**config.mk**
```make
export PLATFORM = sky130hd
export DESIGN_NAME = rsi_receiver_status_irq
export DESIGN_NICKNAME = d
export VERILOG_FILES = /design/src/rsi_pkg.sv /design/src/rsi_receiver_status_irq.sv /design/src/rsi_trigger.sv
export SDC_FILE = /design/constraint.sdc
export NUM_CORES = 1
export LEC_CHECK = 0
export BUFFER_PORTS_ARGS = -buffer_cell sky130_fd_sc_hd__buf_2
export CORE_MARGIN = 2
export CORE_UTILIZATION = 63
export CTS_BUF_LIST = sky130_fd_sc_hd__clkbuf_4 sky130_fd_sc_hd__clkbuf_8 sky130_fd_sc_hd__clkbuf_16
export DETAILED_ROUTE_END_ITERATION = 8
export PLACE_DENSITY_LB_ADDON = 0.1
export SLEW_MARGIN = 0
export SYNTH_ARGS = -nofsm -noshare
export SYNTH_HDL_FRONTEND = slang
export SYNTH_HIERARCHICAL = 1
export SYNTH_SLANG_ARGS = --single-unit
export TNS_END_PERCENT = 30
```
**constraint.sdc**
```tcl
create_clock -name core_clk -period 13.45 [get_ports core_clk]
set_input_delay 1.345 -clock core_clk [delete_from_list [all_inputs] [get_ports core_clk]]
set_output_delay 1.345 -clock core_clk [all_outputs]
set_load 0.005 [all_outputs]
```
**src/rsi_pkg.sv**
```systemverilog
package rsi_pkg;
  // register addresses
  localparam logic [7:0] RSI_ADDR_STATUS_TWO  = 8'h14;
  localparam logic [7:0] RSI_ADDR_STATUS_THREE = 8'h15;
  localparam logic [7:0] RSI_ADDR_ENABLE_ONE  = 8'h16;
  localparam logic [7:0] RSI_ADDR_ENABLE_TWO  = 8'h17;
  localparam logic [7:0] RSI_ADDR_TRIGGER_ONE = 8'h18;
  localparam logic [7:0] RSI_ADDR_TRIGGER_TWO = 8'h19;
  localparam logic [7:0] RSI_ADDR_TRIGGER_THREE = 8'h1A;
  // reset values
  localparam logic [7:0] RSI_ENABLE_RESET  = 8'h00;
  localparam logic [7:0] RSI_TRIGGER_RESET = 8'h00;
  // source bit positions in status two / enable one, slip bit in enable two
  localparam int RSI_BIT_STATUS_CRC     = 7;
  localparam int RSI_BIT_PARITY         = 6;
  localparam int RSI_BIT_VALIDITY       = 5;
  localparam int RSI_BIT_BIPHASE        = 4;
  localparam int RSI_BIT_SUBCODE_CHANGE = 3;
  localparam int RSI_BIT_LOCK_LOSS      = 2;
  localparam int RSI_BIT_SUBCODE_CRC    = 1;
  localparam int RSI_BIT_BUFFER_XFER    = 0;
  localparam int RSI_BIT_OUTPUT_SLIP    = 0;
  localparam int RSI_NUM_SOURCES        = 9;
  localparam int RSI_SLIP_SOURCE        = 8;
  // slip window: +/-5 percent of the frame period
  localparam int RSI_SLIP_WINDOW_PCT    = 5;
  localparam int RSI_PERIOD_W           = 16;
  // general-purpose output selector for receiver interrupt
  localparam logic [3:0] RSI_GPO_SEL_RX_IRQ = 4'h4;

  typedef enum logic [1:0] {
    RSI_TRIG_RISE  = 2'b00,
    RSI_TRIG_FALL  = 2'b01,
    RSI_TRIG_LEVEL = 2'b10,
    RSI_TRIG_RSVD  = 2'b11
  } rsi_trig_t;
endpackage : rsi_pkg

```
**src/rsi_receiver_status_irq.sv**
```systemverilog
`timescale 1ns/1ps
// Behaviour
// buffer-transfer status reads 1 after a completed transfer, else 0.
// status three is read-only with the slip flag in bit 0, others zero.
// slip interrupts only when the enable in the 0x17 mask is set.
// slip is raised only when a receiver-fed port runs in slave mode.
// with one receiver-fed port slip tracks it; with both, port A only.
// slip is flagged when frame sync edges fall in the +/-5 percent window.
// mask one holds eight source enables, 0 masks (reset) and 1 enables.
// mask two holds the slip enable in bit 0, reset 0, upper bits zero.
// trigger mode one holds four 2-bit fields for the listed sources.
// trigger codes: 00 rising (reset), 01 falling, 10 level, 11 reserved.
// status two bits interrupt only when enabled in the 0x16 mask.
// unlock reads 0 when decoder and recovery pll lock, else 1.
// the receiver interrupt is offered active low on a general output.
// enabled, mode-qualified sources merge into one held request.
// a masked source still updates status but raises no request.
module rsi_receiver_status_irq
  import rsi_pkg::*;
(
  input  wire logic                    core_clk,
  input  wire logic                    rst_n,
  input  wire logic [7:0]              reg_addr,
  input  wire logic [7:0]              reg_wdata,
  input  wire logic                    reg_wr,
  input  wire logic                    reg_rd,
  output logic      [7:0]              reg_rdata,
  input  wire logic                    status_crc_err,
  input  wire logic                    parity_err,
  input  wire logic                    validity_flag,
  input  wire logic                    biphase_err,
  input  wire logic                    subcode_change,
  input  wire logic                    decoder_locked,
  input  wire logic                    receiver_recovery_pll_locked,
  input  wire logic                    subcode_crc_err,
  input  wire logic                    buffer_xfer_pulse,
  input  wire logic                    port_a_from_rx,
  input  wire logic                    port_a_slave,
  input  wire logic                    port_b_from_rx,
  input  wire logic                    port_b_slave,
  input  wire logic                    frame_sync_clock_a,
  input  wire logic                    frame_sync_clock_b,
  input  wire logic                    rx_frame_sync,
  input  wire logic [3:0]              gpo_select,
  output logic                         rx_irq,
  output logic                         gpo_rx_irq_n
);
  logic [7:0] enable_one_q;
  logic [7:0] enable_two_q;
  logic [7:0] trigger_one_q;
  logic [7:0] trigger_two_q;
  logic [7:0] trigger_three_q;
  logic       buffer_transfer_done_q;
  logic       output_slip_error_q;
  logic       rx_irq_q;
  logic       gpo_rx_irq_n_q;
  logic [7:0] reg_rdata_q;
  logic [7:0] status_two;
  logic [RSI_NUM_SOURCES-1:0] src_level;
  logic [RSI_NUM_SOURCES-1:0] src_enable;
  logic [2*RSI_NUM_SOURCES-1:0] src_mode;
  logic [RSI_NUM_SOURCES-1:0] src_hit;
  logic       wr_en1;
  logic       rd_st2;
  logic       wr_en2;
  logic       wr_tr1;
  logic       wr_tr2;
  logic       wr_tr3;
  logic       rd_st3;
  // named enables and trigger fields
  logic       status_crc_irq_enable;
  logic       parity_irq_enable;
  logic       validity_irq_enable;
  logic       biphase_irq_enable;
  logic       subcode_change_irq_enable;
  logic       lock_loss_irq_enable;
  logic       subcode_crc_irq_enable;
  logic       buffer_transfer_irq_enable;
  logic       output_slip_irq_enable;
  logic [1:0] subcode_change_trigger;
  logic [1:0] lock_loss_trigger;
  logic [1:0] subcode_crc_trigger;
  logic [1:0] buffer_transfer_trigger;

  // per-register strobes
  assign wr_en1 = reg_wr & (reg_addr == RSI_ADDR_ENABLE_ONE);
  assign wr_en2 = reg_wr & (reg_addr == RSI_ADDR_ENABLE_TWO);
  assign wr_tr1 = reg_wr & (reg_addr == RSI_ADDR_TRIGGER_ONE);
  assign wr_tr2 = reg_wr & (reg_addr == RSI_ADDR_TRIGGER_TWO);
  assign wr_tr3 = reg_wr & (reg_addr == RSI_ADDR_TRIGGER_THREE);
  assign rd_st2 = reg_rd & (reg_addr == RSI_ADDR_STATUS_TWO);
  assign rd_st3 = reg_rd & (reg_addr == RSI_ADDR_STATUS_THREE);

  // mask one
  always_ff @(posedge core_clk) begin
    if (!rst_n) begin
      enable_one_q <= RSI_ENABLE_RESET;
    end else if (wr_en1) begin
      enable_one_q <= reg_wdata;
    end
  end

  // mask two, slip enable only
  always_ff @(posedge core_clk) begin
    if (!rst_n) begin
      enable_two_q <= RSI_ENABLE_RESET;
    end else if (wr_en2) begin
      enable_two_q <= {7'h00, reg_wdata[RSI_BIT_OUTPUT_SLIP]};
    end
  end

  // trigger mode one
  always_ff @(posedge core_clk) begin
    if (!rst_n) begin
      trigger_one_q <= RSI_TRIGGER_RESET;
    end else if (wr_tr1) begin
      trigger_one_q <= reg_wdata;
    end
  end

  // trigger mode two
  always_ff @(posedge core_clk) begin
    if (!rst_n) begin
      trigger_two_q <= RSI_TRIGGER_RESET;
    end else if (wr_tr2) begin
      trigger_two_q <= reg_wdata;
    end
  end

  // trigger mode three, slip field only
  always_ff @(posedge core_clk) begin
    if (!rst_n) begin
      trigger_three_q <= RSI_TRIGGER_RESET;
    end else if (wr_tr3) begin
      trigger_three_q <= {6'h00, reg_wdata[1:0]};
    end
  end

  // field views by source
  assign status_crc_irq_enable      = enable_one_q[RSI_BIT_STATUS_CRC];
  assign parity_irq_enable          = enable_one_q[RSI_BIT_PARITY];
  assign validity_irq_enable        = enable_one_q[RSI_BIT_VALIDITY];
  assign biphase_irq_enable         = enable_one_q[RSI_BIT_BIPHASE];
  assign subcode_change_irq_enable  = enable_one_q[RSI_BIT_SUBCODE_CHANGE];
  assign lock_loss_irq_enable       = enable_one_q[RSI_BIT_LOCK_LOSS];
  assign subcode_crc_irq_enable     = enable_one_q[RSI_BIT_SUBCODE_CRC];
  assign buffer_transfer_irq_enable = enable_one_q[RSI_BIT_BUFFER_XFER];
  assign output_slip_irq_enable     = enable_two_q[RSI_BIT_OUTPUT_SLIP];
  assign subcode_change_trigger  = trigger_one_q[2*RSI_BIT_SUBCODE_CHANGE+:2];
  assign lock_loss_trigger       = trigger_one_q[2*RSI_BIT_LOCK_LOSS+:2];
  assign subcode_crc_trigger     = trigger_one_q[2*RSI_BIT_SUBCODE_CRC+:2];
  assign buffer_transfer_trigger = trigger_one_q[2*RSI_BIT_BUFFER_XFER+:2];

  // buffer transfer done: set by pulse, cleared on read of status two
  always_ff @(posedge core_clk) begin
    if (!rst_n) begin
      buffer_transfer_done_q <= 1'b0;
    end else if (buffer_xfer_pulse) begin
      buffer_transfer_done_q <= 1'b1;
    end else if (rd_st2) begin
      buffer_transfer_done_q <= 1'b0;
    end
  end

  // slip detection on the tracked slave port
  logic       slip_armed;
  logic       track_fs;
  logic       fs_prev_q;
  logic       rx_prev_q;
  logic [RSI_PERIOD_W-1:0] period_cnt_q;
  logic [RSI_PERIOD_W-1:0] period_q;
  logic [RSI_PERIOD_W-1:0] since_rx_q;
  logic [RSI_PERIOD_W-1:0] slip_win;
  logic       fs_edge;
  logic       rx_edge;
  logic       slip_hit;

  assign slip_armed = (port_a_from_rx & port_a_slave)
                    | (~port_a_from_rx & port_b_from_rx & port_b_slave);
  assign track_fs   = port_a_from_rx ? frame_sync_clock_a
                                     : frame_sync_clock_b;
  assign fs_edge  = track_fs & ~fs_prev_q;
  assign rx_edge  = rx_frame_sync & ~rx_prev_q;
  assign slip_win = RSI_PERIOD_W'((32'(period_q) * RSI_SLIP_WINDOW_PCT)
                                  / 100);
  // port edge lands within the window around the receiver edge
  assign slip_hit = slip_armed & fs_edge & (period_q != '0)
                  & ((since_rx_q <= slip_win)
                     | (since_rx_q >= period_q - slip_win));

  // edge history of both frame syncs
  always_ff @(posedge core_clk) begin
    if (!rst_n) begin
      fs_prev_q <= 1'b0;
      rx_prev_q <= 1'b0;
    end else begin
      fs_prev_q <= track_fs;
      rx_prev_q <= rx_frame_sync;
    end
  end

  // tracked port frame period
  always_ff @(posedge core_clk) begin
    if (!rst_n) begin
      period_cnt_q <= '0;
      period_q     <= '0;
    end else if (fs_edge) begin
      period_q     <= period_cnt_q;
      period_cnt_q <= '0;
    end else if (period_cnt_q != '1) begin
      period_cnt_q <= period_cnt_q + 1'b1;
    end
  end

  // cycles since the receiver frame edge
  always_ff @(posedge core_clk) begin
    if (!rst_n) begin
      since_rx_q <= '0;
    end else if (rx_edge) begin
      since_rx_q <= '0;
    end else if (since_rx_q != '1) begin
      since_rx_q <= since_rx_q + 1'b1;
    end
  end

  // slip flag: set wins over clear-on-read of status three
  always_ff @(posedge core_clk) begin
    if (!rst_n) begin
      output_slip_error_q <= 1'b0;
    end else if (slip_hit) begin
      output_slip_error_q <= 1'b1;
    end else if (rd_st3) begin
      output_slip_error_q <= 1'b0;
    end
  end

  assign status_two = {status_crc_err, parity_err, validity_flag, biphase_err,
                       subcode_change,
                       ~(decoder_locked & receiver_recovery_pll_locked),
                       subcode_crc_err, buffer_transfer_done_q};

  assign src_level  = {output_slip_error_q, status_two};
  assign src_enable = {output_slip_irq_enable, status_crc_irq_enable,
                       parity_irq_enable, validity_irq_enable,
                       biphase_irq_enable, subcode_change_irq_enable,
                       lock_loss_irq_enable, subcode_crc_irq_enable,
                       buffer_transfer_irq_enable};
  assign src_mode   = {trigger_three_q[1:0], trigger_two_q,
                       subcode_change_trigger, lock_loss_trigger,
                       subcode_crc_trigger, buffer_transfer_trigger};

  genvar gi;
  generate
    for (gi = 0; gi < RSI_NUM_SOURCES; gi++) begin : g_src
      rsi_trigger u_trig (
        .core_clk  (core_clk),
        .rst_n     (rst_n),
        .src_level (src_level[gi]),
        .trig_mode (src_mode[2*gi +: 2]),
        .enable    (src_enable[gi]),
        .event_hit (src_hit[gi])
      );
    end
  endgenerate

  // request held until host reads status two or three
  always_ff @(posedge core_clk) begin
    if (!rst_n) begin
      rx_irq_q <= 1'b0;
    end else if (|src_hit) begin
      rx_irq_q <= 1'b1;
    end else if (rd_st2 || rd_st3) begin
      rx_irq_q <= 1'b0;
    end
  end

  always_ff @(posedge core_clk) begin
    if (!rst_n) begin
      gpo_rx_irq_n_q <= 1'b1;
    end else begin
      gpo_rx_irq_n_q <= ~((gpo_select == RSI_GPO_SEL_RX_IRQ) & rx_irq_q);
    end
  end

  // read data, registered
  always_ff @(posedge core_clk) begin
    if (!rst_n) begin
      reg_rdata_q <= 8'h00;
    end else if (reg_rd) begin
      case (reg_addr)
        RSI_ADDR_STATUS_TWO:    reg_rdata_q <= status_two;
        RSI_ADDR_STATUS_THREE:  reg_rdata_q <= {7'h00, output_slip_error_q};
        RSI_ADDR_ENABLE_ONE:    reg_rdata_q <= enable_one_q;
        RSI_ADDR_ENABLE_TWO:    reg_rdata_q <= enable_two_q;
        RSI_ADDR_TRIGGER_ONE:   reg_rdata_q <= trigger_one_q;
        RSI_ADDR_TRIGGER_TWO:   reg_rdata_q <= trigger_two_q;
        RSI_ADDR_TRIGGER_THREE: reg_rdata_q <= trigger_three_q;
        default:                reg_rdata_q <= 8'h00;
      endcase
    end
  end

  assign reg_rdata    = reg_rdata_q;
  assign rx_irq       = rx_irq_q;
  assign gpo_rx_irq_n = gpo_rx_irq_n_q;
endmodule : rsi_receiver_status_irq

```
**src/rsi_trigger.sv**
```systemverilog
`timescale 1ns/1ps
module rsi_trigger
  import rsi_pkg::*;
(
  input  wire logic       core_clk,
  input  wire logic       rst_n,
  input  wire logic       src_level,
  input  wire logic [1:0] trig_mode,
  input  wire logic       enable,
  output logic            event_hit
);
  logic prev_q;

  always_ff @(posedge core_clk) begin
    if (!rst_n) begin
      prev_q <= 1'b0;
    end else begin
      prev_q <= src_level;
    end
  end

  // mode-qualified trigger, gated by enable
  always_comb begin
    case (rsi_trig_t'(trig_mode))
      RSI_TRIG_RISE:  event_hit = src_level & ~prev_q;
      RSI_TRIG_FALL:  event_hit = ~src_level & prev_q;
      RSI_TRIG_LEVEL: event_hit = src_level;
      default:        event_hit = 1'b0;
    endcase
    event_hit = event_hit & enable;
  end
endmodule : rsi_trigger
```
* Word-level counts from Yosys, hierarchy flattened
Cells that the tools add are included.
Word-level totals: flip-flop bits (word level) 98, bits of input ports 40, logic and storage cells 162
Cells by class: $add $sub $neg 3, $mul 1, divide/modulo/power cells 1, magnitude comparators 2, eq/ne operators 28, muxes and demuxes 17, bitwise gates (word level) 69, reductions and logical operators 17
Operators with widths (number):
- 8-bit by 5-bit == test with 1-bit output (second input constant) | 7
- 8-bit case mux with 7 select lines | 1
- 1-bit bitwise AND | 44
- 16-bit by 1-bit adder with 16-bit output (second input constant) | 2
- 19-bit by 7-bit divider with 32-bit output (second input constant) | 1
- 16-bit != test (second input constant) | 2
- 1-bit case mux with 3 select lines | 9
- 1-bit NOT | 23
- 16-bit by 3-bit multiplier with 19-bit output (second input constant) | 1
- 2-bit by 1-bit == test with 1-bit output (second input constant) | 9
- 2-bit == test (second input constant) | 9
- 2-bit logical NOT | 9
- 16-bit >= comparator | 1
- 16-bit less-or-equal comparator | 1
- 16-bit nonzero test | 1
- 16-bit subtractor | 1
- 9-bit OR reduction | 1
- 1-bit two-way mux | 7
- 2-bit nonzero test | 3
- 4-bit by 3-bit == test with 1-bit output (second input constant) | 1
- 2-bit OR reduction | 2
- 1-bit bitwise OR | 2
- 1-bit logical OR | 1

* Logic depth before layout (Yosys ltp)
Gate-level depths: netlist of the first run.
depth in word-level cells 8, mapped depth 62

* Cells and area by module
Netlist of the first run, hierarchy kept.
By module, submodules not included:
- rsi_receiver_status_irq | times used 1, cells each 1106, area an instance 8678.3 um2, sequential area each 1781.7 um2
- rsi_trigger | times used 9, cells each 6, area an instance 63.8 um2, sequential area each 20.0 um2

* Worst setup path after synthesis of the first run
Ideal clock, no wire load.
path type register to register, start point register period_q[1], end point register output_slip_error_q, setup time 0.123 ns, arrival time 11.793 ns, slack 1.535 ns, cell stages (with the launch flop) 59, buffers on the path 2, period minus slack after synthesis 11.915 ns, cells stage by stage dfxtp_1 > ha_1 > ha_1 > fa_1 > a211o_1 > a211o_4 > and4_4 > or4_1 > buf_4 > nand2_4 > nor2_2 > o32a_1 > xor2_2 > nand3_4 > o311ai_4 > mux2i_1 > or4_1 > buf_2 > [23 not listed] > o21ai_0 > a21oi_1 > o21ai_0 > a21oi_1 > o21ai_0 > a21oi_1 > o21ai_0 > nand2b_1 > a211oi_1 > xnor2_1 > ha_1 > nor2b_1 > o21ai_0 > o31ai_1 > nor3_1 > o21ai_0 > nand4_1 > a21boi_0
On the way: word-level cells in the longest chain between the ends 7, elaborated cells on any way between the ends 11
Ends and longest elaborated chain:
- from (decl) | RTL line rsi_receiver_status_irq.sv:171 | logic [RSI_PERIOD_W-1:0] period_q;
- from (signal assigned) | RTL line rsi_receiver_status_irq.sv:208 | period_q <= period_cnt_q;
- 16-bit by 3-bit multiplier with 19-bit output | RTL line rsi_receiver_status_irq.sv:184 | assign slip_win = RSI_PERIOD_W'((32'(period_q) * RSI_SLIP_WINDOW_PCT)
- 19-bit by 7-bit divider with 32-bit output | RTL line rsi_receiver_status_irq.sv:185 | / 100);
- 16-bit subtractor | RTL line rsi_receiver_status_irq.sv:189 | | (since_rx_q >= period_q - slip_win));
- 16-bit >= comparator | RTL line rsi_receiver_status_irq.sv:189
- 1-bit bitwise OR | RTL line rsi_receiver_status_irq.sv:189
- 1-bit bitwise AND (*) | RTL line rsi_receiver_status_irq.sv:188 | & ((since_rx_q <= slip_win)
- 1-bit two-way mux or 2-bit nonzero test (tied branches)
- to (signal assigned) | RTL line rsi_receiver_status_irq.sv:229 | output_slip_error_q <= 1'b0;
- to (signal assigned) | RTL line rsi_receiver_status_irq.sv:231 | output_slip_error_q <= 1'b1;
- to (signal assigned) | RTL line rsi_receiver_status_irq.sv:233 | output_slip_error_q <= 1'b0;
- to (decl) | RTL line rsi_receiver_status_irq.sv:54 | logic output_slip_error_q;
Every way passes the cells marked *; elsewhere a longest branch is shown, timed or not. A chain may end at the register's enable or synchronous reset.

* Worst setup path after layout of the first run
start point register period_q[3], end point register output_slip_error_q
Same word-level chain as after synthesis.

==> impl_metrics.tcl, run 1 <==
set metrics [dict create \
    clockPowerShare 0.416 \
    dp_hpwl_mm 17.42 \
    power_frac_seq 0.510 \
    ys_dominant_reg_cell "dfxtp_1" \
    syn-cell-area_mm2 0.009253 \
    diodes 0 \
    avgViaCountPerCell 6.374 \
    routedWlPerCell_um 16.85 \
    yosys_warnings 6 \
    syn_avg_cell_area_um2 7.976 \
    routed-via-count 8872 \
    drt-initial-drc-count 538 \
    synth.area.top_cells "dfxtp_1 21%, ha_1 9.7%, nand2_1 5.4%" \
    cts_root_buf "clkbuf_16" \
    post-route-util 0.7156 \
    cts_num_sinks 98 \
    final_min_period_over_clock_period 0.9576 \
    setup_viol 0 \
    mappedNetlistNets 1274 \
    crit_path_end_kind "register" \
    tns_ns 0 \
    syn_to_final_growth_pct 11.55 \
    nets 1317 \
    grt_antenna_before_repair 0 \
    antenna_left 0 \
    grt_pass1_vias 8290 \
    final_common_cell "nand2_1" \
    p_sw_frac 0.2331 \
    crit_required_ns 13.67 \
    hp-class "register to register" \
    path_clk_slew_ns 0.06 \
    max_slew_margin 0.2311 \
    grt_max_degree 69 \
    fin_skew_ns 0.006972 \
    synth_top_area_frac 0.2120 \
    fmax_mhz 77.64 \
    fillers 1221 \
    cp_max_fo 12 \
    overflow 0 \
    grt_use_total 0.2932 \
    cp_slowest_cell "or4_4" \
    drt_pre_antenna_iters 7 \
    internal-power_uw 445.8 \
    die_w_um 125.2 \
    clockBufferDepth 2 \
    irDropWorstVdd_v 0.0001025 \
    combinationalPowerShare 0.075 \
    synth_top_cell_by_area "dfxtp_1" \
    layout_common_cells "131 x nand2_1, 95 x dfxtp_1, 79 x a21oi_1" \
    powerDensity_mw_per_mm2 56.32 \
    synth-seq-cells 98 \
    ys_async_sr_fraction 0 \
    crit_arrival_ns 13.10 \
    rows 44 \
    htree_levels 3 \
    grt_pass1_wl_mm 39.69 \
    slew_violations 0 \
    die_h_um 125.2 \
    routabilityCongestion 0.9356 \
    wirelength_mm 23.46 \
    p_leak_uw 0.004126 \
    ys_types 106 \
    drv_cap 0 \
    period_needed_ns 12.88 \
    start_util 0.6415 \
    power_switching_uw 135.5 \
    clock_latency_ns 0.34 \
    start_kind "register" \
    drc 0 \
    drive_gt1_frac 0.1738 \
    cts_tree "yes" \
    worst_pin_slew_ns 1.146 \
    ios 50 \
    die_area_mm2 0.01567 \
    io_buffers 49 \
    hold_buffers 0 \
    cpPeakStageDelay_ns 0.61 \
    synth_edf_count 0 \
    hold_viol_final 0 \
    critical_path_class "register to register" \
    synthCells 1160 \
    cts_buffers 9 \
    outcome "complete, no violations" \
    core_mm2 0.01442 \
    yosysSeqAreaShare 0.2120 \
]
area by class of cell:
| type | count | area, µm² | area share |
|---|---|---|---|
| multi-input cells | 984 | 7254 | 0.7029 |
| flip-flops and latches | 98 | 1966 | 0.1904 |
| repair buffers | 78 | 462.9 | 0.04485 |
| clock buffers | 11 | 246.5 | 0.02388 |
| well taps | 184 | 230.2 | 0.02231 |
| inverters | 32 | 122.6 | 0.01188 |
| clock inverters | 5 | 38.79 | 0.003758 |
flip-flops by register name (all words and copies together), names as in the netlist:
name / count
reg_rdata: 8
buffer_transfer_done_q: 1
period_q: 16
enable_two_q: 1
rx_irq: 1
trigger_three_q: 2
enable_one_q: 8
rx_prev_q: 1
output_slip_error_q: 1
period_cnt_q: 16
since_rx_q: 16
g_src.u_trig/prev_q: 9
fs_prev_q: 1
gpo_rx_irq_n: 1
trigger_two_q: 8
trigger_one_q: 8
metrics by stage:
stage               worst slack [ns]  area [µm²]  total power, µW  hold WS, ns  std cells
floorplan                      1.535        9253            329.9       0.4550       1160
global placement              0.4195        9617            344.9       0.4767       1360
detailed placement           0.01446        9617            345.5       0.4803       1360
CTS                         0.008294        9928            586.6       0.4888       1378
global route                -0.05261       10320            602.9       0.5120       1392
finish                        0.5704       10320            581.3       0.4842       1392
kinds of logic (layout without fill, tap and decap cells):
family	after synthesis	count (layout)	share of synthesized area
AO/OA/AOI/OAI	350	350	0.2782
XOR/XNOR	69	69	0.06856
adder cells (fa/ha/maj)	80	80	0.1082
buffers and inverters	78	126	0.03584
flip-flops	98	98	0.2120
multiplexers	23	23	0.02650
AND/OR/NAND/NOR	462	462	0.2707
cells in the mapped netlist, drive strengths merged, types with 31 or more instances:
| library cell | number |
|---|---|
| nand2 | 137 |
| nor2b | 33 |
| xnor2 | 38 |
| nor2 | 65 |
| dfxtp | 98 |
| a21boi | 44 |
| o21ai | 51 |
| clkbuf | 33 |
| nand3 | 59 |
| ha | 72 |
| xor2 | 31 |
| a21oi | 85 |
| inv | 32 |
repair_timing:
item | 4_1_cts | 5_1_grt
gates resized for setup | 1 | 65
buffers inserted | 2 | 14
cloned | 0 | 0
setup endpoints to repair | 1 | 1
pin swaps | 1 | 13
routing by layer:
layer  vias up  part of all wire  global-route usage
li1       4377                 -                   -
met3        45             0.043             0.02610
met5         -                 0                   0
met2       248              0.49              0.5118
met1      4202              0.45              0.3901
met4         0             0.019             0.07778
power by group through the flow:
stage                     registers [µW]  logic, µW  clock network (µW)
after detailed placement             303       42.9                   0
final                                296       43.4                 242
after CTS                            296       43.1                 247
after floorplan                      302       28.2                   0
after global placement               303       42.4                   0
after global routing                 296       48.8                 258
critical path, delay by kind of cell, from the launching register on:
kind,cells,cell delay (ns)
AOI/OAI and AO/OA,29,6.20
and+or+nand+nor,15,2.78
adders and majority gates,7,2.25
buffers and inverters,3,0.47
DFF,1,0.42
xor gates and xnor gates,2,0.37
muxes,1,0.27
final timing paths:
kind         depth (start not counted)                   to             from  slack (ns)
min                                  2      enable_one_q[4]  enable_one_q[4]        0.48
max reg2reg                         57  output_slip_error_q      period_q[3]        0.57
min reg2reg                          2      enable_one_q[4]  enable_one_q[4]        0.48
max                                 57  output_slip_error_q      period_q[3]        0.57
No activity file was read; power rests on OpenSTA's default activity.
==> inputs of run 2 (changes only) <==
BUFFER_PORTS_ARGS = unset   (was -buffer_cell sky130_fd_sc_hd__buf_2)
CORE_UTILIZATION = 66   (was 63)
DONT_BUFFER_PORTS = 1   (was unset)
PLACE_DENSITY = 0.82   (was unset)
PLACE_DENSITY_LB_ADDON = unset   (was 0.1)
==> run 2 against run 1 <==
Register-to-register slack better by 0.18 ns. Worst hold slack improved by 0.0013 ns. Combinational power fell by 31%. Critical path type unchanged. Non-clock buffer count is 60 lower. Cell count shrank 4.6%. Die area is 4.4% lower.
==> impl_metrics.tcl, run 2 (synthesis gave the netlist of run 1 again) <==
set metrics [dict create \
    rows 43 \
    crit_path_end_kind "register" \
    p_leak_uw 0.003884 \
    nets 1257 \
    cts_num_sinks 98 \
    hp-class "register to register" \
    cpPeakStageDelay_ns 0.60 \
    critical_path_class "register to register" \
    top_regs "period_cnt_q: 16 flops, period_q: 16 flops, since_rx_q: 16 flops" \
    hold_buffers 0 \
    die_h_um 122.4 \
    crit_arrival_ns 12.93 \
    tns_ns 0 \
    setup_viol 0 \
    layout_common_cells "134 x nand2_1, 95 x dfxtp_1, 80 x a21oi_1" \
    cts_root_buf "clkbuf_16" \
    drive_gt1_frac 0.1246 \
    max_slew_margin 0.2339 \
    worst_hold_slack_ns 0.4855 \
    final_common_cell "nand2_1" \
    core_mm2 0.01377 \
    fmax_mhz 78.75 \
    hold_viol_final 0 \
    crit_family "compound AO/OA/AOI/OAI gates" \
    cp_max_fo 12 \
    io_buffers 0 \
    overflow 0 \
    path_clk_slew_ns 0.07 \
    powerDensity_mw_per_mm2 61.48 \
    path_buf_inv 3 \
    cts_buffers 9 \
    multi_input_area_mm2 0.007171 \
    die_area_mm2 0.01498 \
    die_w_um 122.4 \
    period_needed_ns 12.70 \
    worst_pin_slew_ns 1.145 \
    grt_max_degree 69 \
    dp_hpwl_mm 16.92 \
    fin_skew_ns 0.007404 \
    cp_slowest_cell "or4_4" \
    start_util 0.6718 \
    grt_use_total 0.3070 \
    routabilityCongestion 0.9510 \
    ios 50 \
    cts_tree "yes" \
    drt_pre_antenna_iters 6 \
    diodes 0 \
    seqCellArea_mm2 0.001966 \
    fillers 1067 \
    grt_pass1_wl_mm 37.89 \
    routed-via-count 8741 \
    irDropWorstVdd_v 0.0001045 \
    avgViaCountPerCell 6.582 \
    clockBufferDepth 2 \
    clock_latency_ns 0.35 \
    drc 0 \
    final_min_period_over_clock_period 0.9442 \
    grt_antenna_before_repair 0 \
    drt-initial-drc-count 668 \
    start_kind "register" \
    wirelength_mm 23.15 \
    antenna_left 0 \
    syn_to_final_growth_pct 7.586 \
    crit_required_ns 13.68 \
    outcome "complete, no violations" \
    drv_cap 0 \
    slew_violations 0 \
    htree_levels 3 \
    grt_pass1_vias 7971 \
    routedWlPerCell_um 17.43 \
]
## run 2: changes by cell type in the layout (fill, tap and decap cells not counted), moves of 2 or more
cell       delta
buf_2        -49
buf_4        -11
nand2_1       +3
nand2_2       -3
bufinv_16     +2
clkinv_4      -2
o21ai_1       +2
o221ai_1      +2
o221ai_2      -2
## run 2: area by class of cell
class,instances,share of cell area
multi-input cells,984,0.7203
clock buffers,9,0.02262
repair buffers,18,0.01357
flip-flops and latches,98,0.1975
well taps,180,0.02262
clock inverters,7,0.01106
inverters,32,0.01232
## run 2: through the flow
step	power, µW	instance area (µm²)	cells	setup slack [ns]	utilization
after floorplan	329.9	9253	1160	1.535	-
after detailed placement	332.4	9314	1300	-0.04451	0.6762
final	612.0	9955	1328	0.7510	0.7227
after global placement	331.7	9314	1300	0.3199	0.6762
after CTS	614.7	9698	1319	0.001784	0.7041
after global routing	631.3	9955	1328	-0.002991	0.7227
## run 2: routing by layer
layer | track usage | vias up | part of all wire
met5 | 0 | - | 0
met4 | 0.09052 | 0 | 0.022
met3 | 0.04833 | 54 | 0.068
met2 | 0.5243 | 344 | 0.47
met1 | 0.3991 | 4077 | 0.44
li1 | - | 4266 | -
## run 2: timing repair
item	CTS	global route
resized for setup	3	51
pin swaps	1	9
buffers inserted	3	9
endpoints found under the setup margin	1	1
hold endpoints to repair	0	0
## run 2: path summary, 6_finish.rpt
path	start	end	slack (ns)	cells past startpoint
setup / recovery	period_q[3]	output_slip_error_q	0.75	57
hold / removal	enable_one_q[5]	enable_one_q[5]	0.49	2
setup reg to reg	period_q[3]	output_slip_error_q	0.75	57
hold reg to reg	enable_one_q[5]	enable_one_q[5]	0.49	2
## run 2: power by group
| part | internal [µW] | total [µW] | switching, µW |
|---|---|---|---|
| clock | 167 | 286 | 119 |
| sequential | 293 | 296 | 2.78 |
| combinational | 14.5 | 30.0 | 15.4 |
| total | 475 | 612 | 137 |
## run 2: worst register-to-register path: cells and delay by family, from the launching register on
family / cells / cell delay, ns
AO/OA/AOI/OAI: 28 / 5.90
XOR/XNOR: 2 / 0.42
adder cells (fa/ha/maj): 6 / 1.83
buffers and inverters: 3 / 0.47
flip-flops: 1 / 0.40
multiplexers: 1 / 0.28
AND/OR/NAND/NOR: 17 / 3.30
==> inputs of run 3 (changes only) <==
CORE_UTILIZATION = 67   (was 66)
PLACE_DENSITY = 0.83   (was 0.82)
clock period = 14.8 ns   (was 13.45 ns; I/O delays follow)
==> run 3 against run 2 <==
Sequential power is 9.1% lower. Utilization is 0.34 points lower. Worst hold slack worse by 0.0064 ns. Worst setup slack better by 0.26 ns. Die area is 1.4% lower. Fmax is 7.9% lower. Critical endpoint unchanged.
==> impl_metrics.tcl, run 3 (synthesis gave the netlist of run 1 again) <==
set metrics [dict create \
    outcome "complete, no violations" \
    grt_pass1_wl_mm 38.43 \
    io_buffers 0 \
    die_w_um 121.5 \
    irDropWorstVdd_v 0.0001312 \
    grt_max_degree 69 \
    cts_root_buf "clkbuf_16" \
    start_util 0.6932 \
    path_clk_slew_ns 0.07 \
    drive_gt1_frac 0.08223 \
    syn_to_final_growth_pct 3.773 \
    fmax_mhz 72.51 \
    fin_skew_ns 0.006433 \
    cp_slowest_cell "or4_1" \
    routedWlPerCell_um 17.63 \
    hp-class "register to register" \
    layout_common_cells "134 x nand2_1, 98 x dfxtp_1, 83 x a21oi_1" \
    crit_family "compound AO/OA/AOI/OAI gates" \
    final_common_cell "nand2_1" \
    drt-initial-drc-count 654 \
    cts_buffers 9 \
    core_mm2 0.01335 \
    overflow 0 \
    rows 42 \
    crit_required_ns 15.03 \
    cts_resized 0 \
    cts_tree "yes" \
    routed-via-count 8665 \
    tns_ns 0 \
    grt_use_total 0.3157 \
    avgViaCountPerCell 6.630 \
    max_slew_margin 0.2074 \
    setup_viol 0 \
    start_kind "register" \
    grt_antenna_before_repair 0 \
    crit_path_end_kind "register" \
    rsz0062_at_grt "no" \
    nets 1240 \
    hold_buffers 0 \
    drv_cap 0 \
    die_h_um 121.5 \
    powerDensity_mw_per_mm2 54.91 \
    htree_levels 3 \
    cts_num_sinks 98 \
    slew_violations 0 \
    final_area_mm2 0.009602 \
    grt_pass1_vias 7988 \
    hold_viol_final 0 \
    critical_path_class "register to register" \
    routabilityCongestion 0.9490 \
    worst_pin_slew_ns 1.184 \
    r2r_setup_slack_ns 1.01 \
    cp_common_cell "o21ai_0" \
    worstReg2RegStart "period_q[3]" \
    period_needed_ns 13.79 \
    p_leak_uw 0.003706 \
    wirelength_mm 23.04 \
    clockBufferDepth 2 \
    whs_endpoint "enable_one_q[6]" \
    crit_arrival_ns 14.02 \
    postCtsSetupRepairBufs 0 \
    worstRegToRegCells 57 \
    diodes 0 \
    hold_depth 2 \
    final_min_period_over_clock_period 0.9318 \
    dpl_cell_area_mm2 0.009271 \
    dp_hpwl_mm 17.48 \
    die_area_mm2 0.01477 \
    r2r-end "output_slip_error_q" \
    drc 0 \
    clock_latency_ns 0.34 \
    drt_pre_antenna_iters 8 \
    worstHoldStart "enable_one_q[6]" \
    cpPeakStageDelay_ns 0.72 \
    antenna_left 0 \
    cp_max_fo 11 \
    ios 50 \
    top_regs "period_cnt_q: 16 flops, period_q: 16 flops, since_rx_q: 16 flops" \
    path_buf_inv 1 \
]
==> run 3: how the worst max path moves through the flow <==
stage	from	endpoint	cells after the start
floorplan	period_q[1]	output_slip_error_q	58
global placement	period_q[3]	output_slip_error_q	56
detailed placement	period_q[3]	output_slip_error_q	56
CTS	period_q[3]	output_slip_error_q	56
global route	period_q[3]	output_slip_error_q	57
finish	period_q[3]	output_slip_error_q	57
==> run 3: where the power goes <==
| group | internal (µW) | switching (µW) |
|---|---|---|
| logic | 13.2 | 14.4 |
| clock network | 126 | 105 |
| registers | 267 | 2.61 |
==> run 3: final cells by class <==
type                       count  area (µm²)
clock buffer                  11       252.7
clock inverter                 5       45.04
fill                        1076        3746
inverter                      32       122.6
multi-input combinational    984        6992
sequential                    98        1962
tap                          176       220.2
timing repair buffer           1       7.507
==> run 3: worst reg2reg max path: cells and delay by family, from the launching register on <==
family,cells,cell delay (ns)
adders and majority gates,6,1.85
xor gates and xnor gates,4,1.18
and+or+nand+nor,13,3.09
AOI/OAI and AO/OA,30,5.95
DFF,1,0.48
muxes,3,1.00
buffers and inverters,1,0.09
==> run 3: through the flow <==
| stage | total power, µW | hold WS (ns) | worst slack, ns | cells | util |
|---|---|---|---|---|---|
| 3_5_place_dp | 302.3 | 0.4752 | 1.206 | 1291 | 0.6946 |
| 2_1_floorplan | 299.8 | 0.4550 | 2.885 | 1160 | - |
| 3_3_place_gp | 301.4 | 0.4687 | 1.639 | 1291 | 0.6946 |
| 6_report | 527.2 | 0.4791 | 1.009 | 1307 | 0.7193 |
| 5_1_grt | 543.2 | 0.5146 | 0.0008651 | 1307 | 0.7193 |
| 4_1_cts | 528.7 | 0.4846 | 1.133 | 1307 | 0.7169 |
==> run 3: per-layer routing <==
layer  routed length (µm)  share of wire  GRT usage
met1                10070           0.44     0.4115
met2                11250           0.49     0.5478
met3                 1312          0.057    0.04041
met4                  414          0.018    0.09052
met5                    0              0          0
